File: src/logic/cabo_defines.vh
`ifndef CABO_DEFINES_VH
`define CABO_DEFINES_VH
// Opcode upper bytes and fields
`define CABO_OP_ADDLIT 8'h0f
`define CABO_OP_ANDLIT 8'h0b
`define CABO_OP6_ADDF 6'h09
`define CABO_OP6_ADDFC 6'h08
`define CABO_OP6_ANDF 6'h05
`define CABO_OP4_BITCLR 4'h9
`define CABO_OP_BRC 8'he2
`define CABO_OP_BRNC 8'he3
`define CABO_OP_BRN 8'he6
`define CABO_OP_BRNN 8'he7
`define CABO_OP_BRNOV 8'he5
// Flag bit positions in the flag vector
`define CABO_FLG_C 0
`define CABO_FLG_DC 1
`define CABO_FLG_Z 2
`define CABO_FLG_OV 3
`define CABO_FLG_N 4
// Reset values
`define CABO_RST_BYTE 8'h00
`define CABO_RST_FLAGS 5'h00
`define CABO_RST_PC 21'h000000
// Access bank: low half of bank 0, upper half of the top bank
`define CABO_ACC_SPLIT 8'h80
`define CABO_ACC_HIBANK 4'hf
`endif

File: src/logic/cabo_alu.v
`timescale 1ns/1ps
`include "cabo_defines.vh"
// Add and AND datapath with flag generation
module cabo_alu (
  input wire [7:0] opa,
  input wire [7:0] opb,
  input wire cin,
  input wire do_and,
  output reg [7:0] res,
  output reg [4:0] flags
);
  reg [8:0] sum;
  reg [4:0] low;
  // Flags for add come from carry chain; AND keeps only N and Z meaningful
  always @* begin
    sum = {1'b0, opa} + {1'b0, opb} + {8'h00, cin};
    low = {1'b0, opa[3:0]} + {1'b0, opb[3:0]} + {4'h0, cin};
    res = do_and ? (opa & opb) : sum[7:0];
    flags = 5'h00;
    flags[`CABO_FLG_C] = sum[8];
    flags[`CABO_FLG_DC] = low[4]; // RULE_13
    flags[`CABO_FLG_OV] = (opa[7] == opb[7]) && (sum[7] != opa[7]); // RULE_13
    flags[`CABO_FLG_N] = res[7];
    flags[`CABO_FLG_Z] = (res == 8'h00);
  end
endmodule

File: src/logic/cabo_core.v
// Function
// RULE_01 - Literal add: working reg plus literal into working reg, five flags
// RULE_02 - File add: working reg plus file, destination by d, five flags
// RULE_03 - Access bit zero uses access bank; one uses bank select register
// RULE_04 - Add with carry: working reg plus file plus carry, to d
// RULE_05 - Literal AND into working reg, only negative and zero change
// RULE_06 - File AND, destination by d, only negative and zero change
// RULE_07 - Taken branch loads branch address plus two plus twice offset
// RULE_08 - Branch one cycle untaken, two taken, second cycle idle
// RULE_09 - Carry branches: taken on carry set, or on carry clear
// RULE_10 - Negative branches: taken on negative set, or on negative clear
// RULE_11 - No-overflow branch taken when overflow flag is clear
// RULE_12 - Bit clear zeroes one file bit in one cycle, no flags
// RULE_13 - Overflow is signed 8-bit wrap; digit carry is carry out of bit 3
`timescale 1ns/1ps
`include "cabo_defines.vh"
module cabo_core #(
  parameter PC_W = 21
) (
  input wire mclk,
  input wire sys_rst,
  input wire instr_valid,
  input wire [15:0] instr_word,
  input wire [7:0] file_rdata,
  input wire [3:0] bank_select_reg,
  output reg [11:0] file_addr,
  output reg [7:0] file_wdata,
  output reg file_we,
  output reg [7:0] working_reg,
  output reg [4:0] status_flags,
  output reg [PC_W-1:0] prog_counter,
  output reg stall_cycle,
  output reg instr_done,
  output reg unsupported
);
  wire [7:0] opc = instr_word[15:8];
  wire [7:0] lit = instr_word[7:0];
  wire dest_file = instr_word[9];
  wire acc_bit = instr_word[8];
  wire [2:0] bit_idx = instr_word[11:9];

  reg is_addlit, is_andlit, is_addf, is_addfc, is_andf, is_bclr, is_br;
  reg br_cond;
  // Opcode decode
  always @* begin
    is_addlit = (opc == `CABO_OP_ADDLIT); // RULE_01
    is_andlit = (opc == `CABO_OP_ANDLIT); // RULE_05
    is_addf = (opc[7:2] == `CABO_OP6_ADDF); // RULE_02
    is_addfc = (opc[7:2] == `CABO_OP6_ADDFC); // RULE_04
    is_andf = (opc[7:2] == `CABO_OP6_ANDF); // RULE_06
    is_bclr = (opc[7:4] == `CABO_OP4_BITCLR); // RULE_12
    is_br = 1'b1;
    br_cond = 1'b0;
    case (opc)
      `CABO_OP_BRC: br_cond = status_flags[`CABO_FLG_C]; // RULE_09
      `CABO_OP_BRNC: br_cond = ~status_flags[`CABO_FLG_C]; // RULE_09
      `CABO_OP_BRN: br_cond = status_flags[`CABO_FLG_N]; // RULE_10
      `CABO_OP_BRNN: br_cond = ~status_flags[`CABO_FLG_N]; // RULE_10
      `CABO_OP_BRNOV: br_cond = ~status_flags[`CABO_FLG_OV]; // RULE_11
      default: is_br = 1'b0;
    endcase
  end

  // Data address; the access bank is split so both low RAM and the
  // special registers are reachable without touching the bank register
  reg [11:0] next_addr;
  always @* begin
    if (acc_bit) begin
      next_addr = {bank_select_reg, lit}; // RULE_03
    end else if (lit < `CABO_ACC_SPLIT) begin
      next_addr = {4'h0, lit}; // RULE_03
    end else begin
      next_addr = {`CABO_ACC_HIBANK, lit}; // RULE_03
    end
  end

  wire file_op = is_addf | is_addfc | is_andf | is_bclr;
  wire lit_op = is_addlit | is_andlit;
  wire [7:0] alu_b = lit_op ? lit : file_rdata;
  wire alu_cin = is_addfc & status_flags[`CABO_FLG_C]; // RULE_04
  wire alu_and = is_andlit | is_andf;
  wire [7:0] alu_res;
  wire [4:0] alu_flags;

  cabo_alu u_alu (
    .opa(working_reg),
    .opb(alu_b),
    .cin(alu_cin),
    .do_and(alu_and),
    .res(alu_res),
    .flags(alu_flags)
  );

  // Bit clear mask, one term per bit
  wire [7:0] clr_val;
  genvar gi;
  generate
    for (gi = 0; gi < 8; gi = gi + 1) begin : g_clr
      assign clr_val[gi] = file_rdata[gi] & (bit_idx != gi); // RULE_12
    end
  endgenerate

  // Branch target: sign-extended offset doubled, added to pc plus 2
  wire [PC_W-1:0] br_off = {{(PC_W-9){lit[7]}}, lit, 1'b0};
  wire [PC_W-1:0] pc_next = prog_counter + {{(PC_W-2){1'b0}}, 2'b10};
  wire [PC_W-1:0] br_target = pc_next + br_off; // RULE_07

  // File address is registered at the edge that takes the word, so it
  // appears one cycle after decode; the caller supplies file_rdata with the word
  always @(posedge mclk) begin
    if (sys_rst) begin
      file_addr <= 12'h000;
    end else begin
      file_addr <= next_addr;
    end
  end

  // Execute: one instruction per accepted cycle, unless the idle slot
  // of a taken branch is pending
  always @(posedge mclk) begin
    if (sys_rst) begin
      working_reg <= `CABO_RST_BYTE;
      status_flags <= `CABO_RST_FLAGS;
      prog_counter <= `CABO_RST_PC;
      file_wdata <= `CABO_RST_BYTE;
      file_we <= 1'b0;
      stall_cycle <= 1'b0;
      instr_done <= 1'b0;
      unsupported <= 1'b0;
    end else begin
      file_we <= 1'b0;
      instr_done <= 1'b0;
      unsupported <= 1'b0;
      if (stall_cycle) begin
        // Second cycle of a taken branch does nothing
        stall_cycle <= 1'b0; // RULE_08
        instr_done <= 1'b1;
      end else if (instr_valid) begin
        if (is_br) begin
          // Branches never touch the flags
          if (br_cond) begin
            prog_counter <= br_target; // RULE_07
            stall_cycle <= 1'b1; // RULE_08
          end else begin
            prog_counter <= pc_next; // RULE_08
            instr_done <= 1'b1;
          end
        end else begin
          prog_counter <= pc_next;
          instr_done <= 1'b1;
          if (lit_op) begin
            working_reg <= alu_res; // RULE_01 RULE_05
          end else if (is_bclr) begin
            file_wdata <= clr_val; // RULE_12
            file_we <= 1'b1;
          end else if (file_op) begin
            if (dest_file) begin
              file_wdata <= alu_res; // RULE_02 RULE_06
              file_we <= 1'b1;
            end else begin
              working_reg <= alu_res; // RULE_02 RULE_06
            end
          end else begin
            unsupported <= 1'b1;
          end
          // Flag update: add ops all five, AND ops only N and Z
          if (is_addlit | is_addf | is_addfc) begin
            status_flags <= alu_flags; // RULE_01 RULE_02 RULE_04
          end else if (alu_and) begin
            status_flags[`CABO_FLG_N] <= alu_flags[`CABO_FLG_N]; // RULE_05
            status_flags[`CABO_FLG_Z] <= alu_flags[`CABO_FLG_Z]; // RULE_06
          end
        end
      end
    end
  end
endmodule

File: config.mk
export PLATFORM = sky130hd
export DESIGN_NAME = cabo_core
export DESIGN_NICKNAME = d
export VERILOG_FILES = /design/src/logic/cabo_alu.v /design/src/logic/cabo_core.v
export VERILOG_INCLUDE_DIRS = /design/src /design/src/logic
export SDC_FILE = /design/constraint.sdc
export NUM_CORES = 1
export LEC_CHECK = 0
export BUFFER_PORTS_ARGS = -buffer_cell sky130_fd_sc_hd__buf_2
export CAP_MARGIN = 10
export CORE_ASPECT_RATIO = 0.75
export CORE_MARGIN = 2
export CORE_UTILIZATION = 40
export CTS_BUF_LIST = sky130_fd_sc_hd__clkbuf_16
export CTS_CLUSTER_DIAMETER = 120
export DETAILED_ROUTE_END_ITERATION = 8
export GPL_TIMING_DRIVEN = 0
export PLACE_DENSITY = 0.63
export SETUP_SLACK_MARGIN = 0.2
export SKIP_CTS_REPAIR_TIMING = 1
export SYNTH_ARGS = -nofsm -noshare
export SYNTH_HDL_FRONTEND = slang
export SYNTH_SLANG_ARGS = --single-unit
File: constraint.sdc
create_clock -name mclk -period 6.4 [get_ports mclk]
set_input_delay 0.64 -clock mclk [delete_from_list [all_inputs] [get_ports mclk]]
set_output_delay 0.64 -clock mclk [all_outputs]
set_load 0.1 [all_outputs]
==> run_results.csv <==
group,metric,value,unit
outcome,status,"finished, final reports clean",
critical_path,r2r_cells,15,
route,first_iter_violations,368,
synth,ys_async_sr_fraction,0,%
cts,clock-sinks,57,
cts,clock_path_buffers,2,
synth,synth_seq_area_share,26.2,%
floorplan,die_area,0.0117,mm²
power,switchingPower,366,µW
global_route,grt_busiest_layer,"met1",
placed_design,dpl.hpwl,10.5,mm
placed_design,dpl_cell_area,0.00494,mm²
floorplan,io_pins,89,
power,ir_worst_vdd,0.000134,V
floorplan,die_x,124,µm
placed_design,preCtsSetupSlack,1.95,ns
timing,relSlewSlack,55.6,%
timing,fmax,236,MHz
timing,worst_pin_slew,0.663,ns
critical_path,slowest_delay,0.41,ns
global_route,grt_pass1_vias,4125,
critical_path,required,6.68,ns
critical_path,crit_chain,"buf_2, nand4b_1, nor4_1, buf_2, mux2_2, inv_1, fa_1, inv_1, fa_1, a21o_1, a21oi_1, xnor2_1, nor2_1, a21oi_2, o2111ai_1, nor4bb_1, a31o_1",
timing,setup_tns,0,ns
critical_path,cp_max_fo,10,
layout,regMostFlops,"prog_counter",
job,max_cap_violations,0,
route,via_per_inst,5.83,
power,switching_share,34.7,%
placed_design,numPortBuffers,84,
cts,root_buffer,"clkbuf_16",
power,p_leak,2.25,nW
timing,hold_viol,0,
synth,synth_seq_cells,57,
global_route,grt_use_total,23.2,%
global_route,grt.met2_usage,33.5,%
critical_path,critPathCaptureType,"register",
layout,top_regs,"prog_counter: 20 flops, file_addr: 12 flops",
cts,htreeDepth,3,
route,final_antenna_net_count,0,
timing,finalSetupViolCount,0,
route,wl_per_cell,17.3,µm
layout,regArea,0.00114,mm²
cts,clkTransAtPathRegs,0.05,ns
critical_path,worst-setup-path-type,"primary input to register",
critical_path,critPathSlowestCell,"fa_1",
synth,syn_nets,619,
placed_design,gp_congestion,0.916,
synth,yosys_warnings,0,
layout,drive_gt1_share,19.6,%
power,cell_internal_pwr,690,µW
synth,syn_area,0.00435,mm²
global_route,use_met3,5.33,%
timing,slew_viol_final,0,
timing,hold_ws,0.495,ns
critical_path,crit_cells,17,
synth,ys_types,65,
floorplan,initial_core_util,41.7,%
floorplan,rows,32,
worst_hold_path,hold_class,"register to register",
route,first_pass_iters,6,
floorplan,core,0.0105,mm²
timing,layout_min_cycle_time,4.23,ns
critical_path,crit_buf_inv,4,
synth,postSynthCellCount,553,
layout,diodes,0,
synth,avgSynthCellArea,7.87,µm²
power,powerDensity,203,mW/mm²
layout,fin_util,49.8,%
layout,nets,714,
critical_path,cp.arrival,4.51,ns
layout,design_area,0.00521,mm²
placed_design,dp.cells,773,
layout,largest_reg_flops,20,
synth,synth-edff-count,0,
timing,setup_ws,2.17,ns
critical_path,r2r_slack,2.44,ns
power,power_frac_comb,23.4,%
layout,final_common_cell,"buf_2",
layout,mostFrequentLayoutCells,"88 x buf_2, 65 x nor2_1, 57 x dfxtp_1",
layout,final_cells,789,
global_route,antenna_found_initial,0,
worst_hold_path,min_path_cells,2,
cts,clk_latency,0.34,ns
synth,ys.flop_type,"dfxtp_1",
global_route,grt_start_max_net_pins,23,
critical_path,cp_top_family,"compound AO/OA/AOI/OAI gates",
layout,multi_input_comb_area,0.00301,mm²
timing,rsz0062_at_grt,"no",
timing,fin_crit_sh,66.2,%
critical_path,cp-start-kind,"primary input",
global_route,grt_overflow,0,
route,wirelength,13.6,mm
layout,area_growth,19.6,%
route,drc,0,
global_route,grt_pass1_wl,21.5,mm
layout,nFillCells,997,
power,pwr-share-clk,41.1,%
cts,cts_inserted_buffers,9,
power,p_seq_share,35.5,%
cts,cts_tree,"built",
power,total_power,1.06,mW
route,vias,4600,
floorplan,die_h,94.4,µm
timing,skew,0.00991,ns
global_route,grt_use_met1,34.0,%
routing by layer:
metal	part of all wire, %	routed length [µm]	up-vias
met4	1.6	220	0
met3	8.0	1090	33
met1	48	6540	2147
met5	0	0	-
met2	42	5780	223
li1	-	-	2197
cell type report:
class,count,share of cell area [%]
multi-input combinational,450,57.8
sequential,57,21.9
timing repair buffer,84,8.07
inverter,17,1.23
tap,136,3.27
clock inverter,7,0.745
buffer,29,2.69
clock buffer,9,4.32
tightest hold or removal path, delay by kind of cell, from the launching register on:
family           cells  cell delay [ns]
DFF                  1             0.31
and+or+nand+nor      2             0.15
path summary, 6_finish.rpt:
kind | startpoint | endpoint
hold reg to reg | file_wdata[5] | file_wdata[5]
setup reg to reg | prog_counter[1] | prog_counter[20]
setup / recovery | instr_word[12] | status_flags[2]
hold / removal | file_wdata[5] | file_wdata[5]
power groups by stage:
stage / Clock (mW) / Combinational (mW) / Sequential [mW]
finish: 0.434 / 0.247 / 0.375
CTS: 0.443 / 0.245 / 0.375
detailed placement: 0 / 0.244 / 0.382
global route: 0.459 / 0.265 / 0.376
floorplan: 0 / 0.107 / 0.461
global placement: 0 / 0.240 / 0.382
cell families after synthesis:
group	after synthesis	share of synthesized area, %
adders and majority gates	35	10.6
other	1	0.0861
xor gates and xnor gates	37	7.44
AOI/OAI and AO/OA	152	23.2
muxes	15	3.74
buffers and inverters	46	4.68
DFF	57	26.2
and+or+nand+nor	210	24.0
Yosys cell counts (12+ instances only):
| library cell | number | area [µm²] |
|---|---|---|
| clkbuf_1 | 15 | 56.3 |
| dfxtp_1 | 57 | 1140 |
| o21ai_1 | 18 | 90.1 |
| nor2b_1 | 16 | 100 |
| ha_1 | 32 | 400 |
| nand2_1 | 47 | 176 |
| a21oi_1 | 43 | 215 |
| nand3_1 | 21 | 105 |
| nor2_1 | 65 | 244 |
| xnor2_1 | 25 | 219 |
| a211oi_1 | 18 | 135 |
| xor2_1 | 12 | 105 |
| nor3_1 | 14 | 70.1 |
| inv_1 | 16 | 60.1 |
Note: power is estimated with default switching activity, not from simulation.
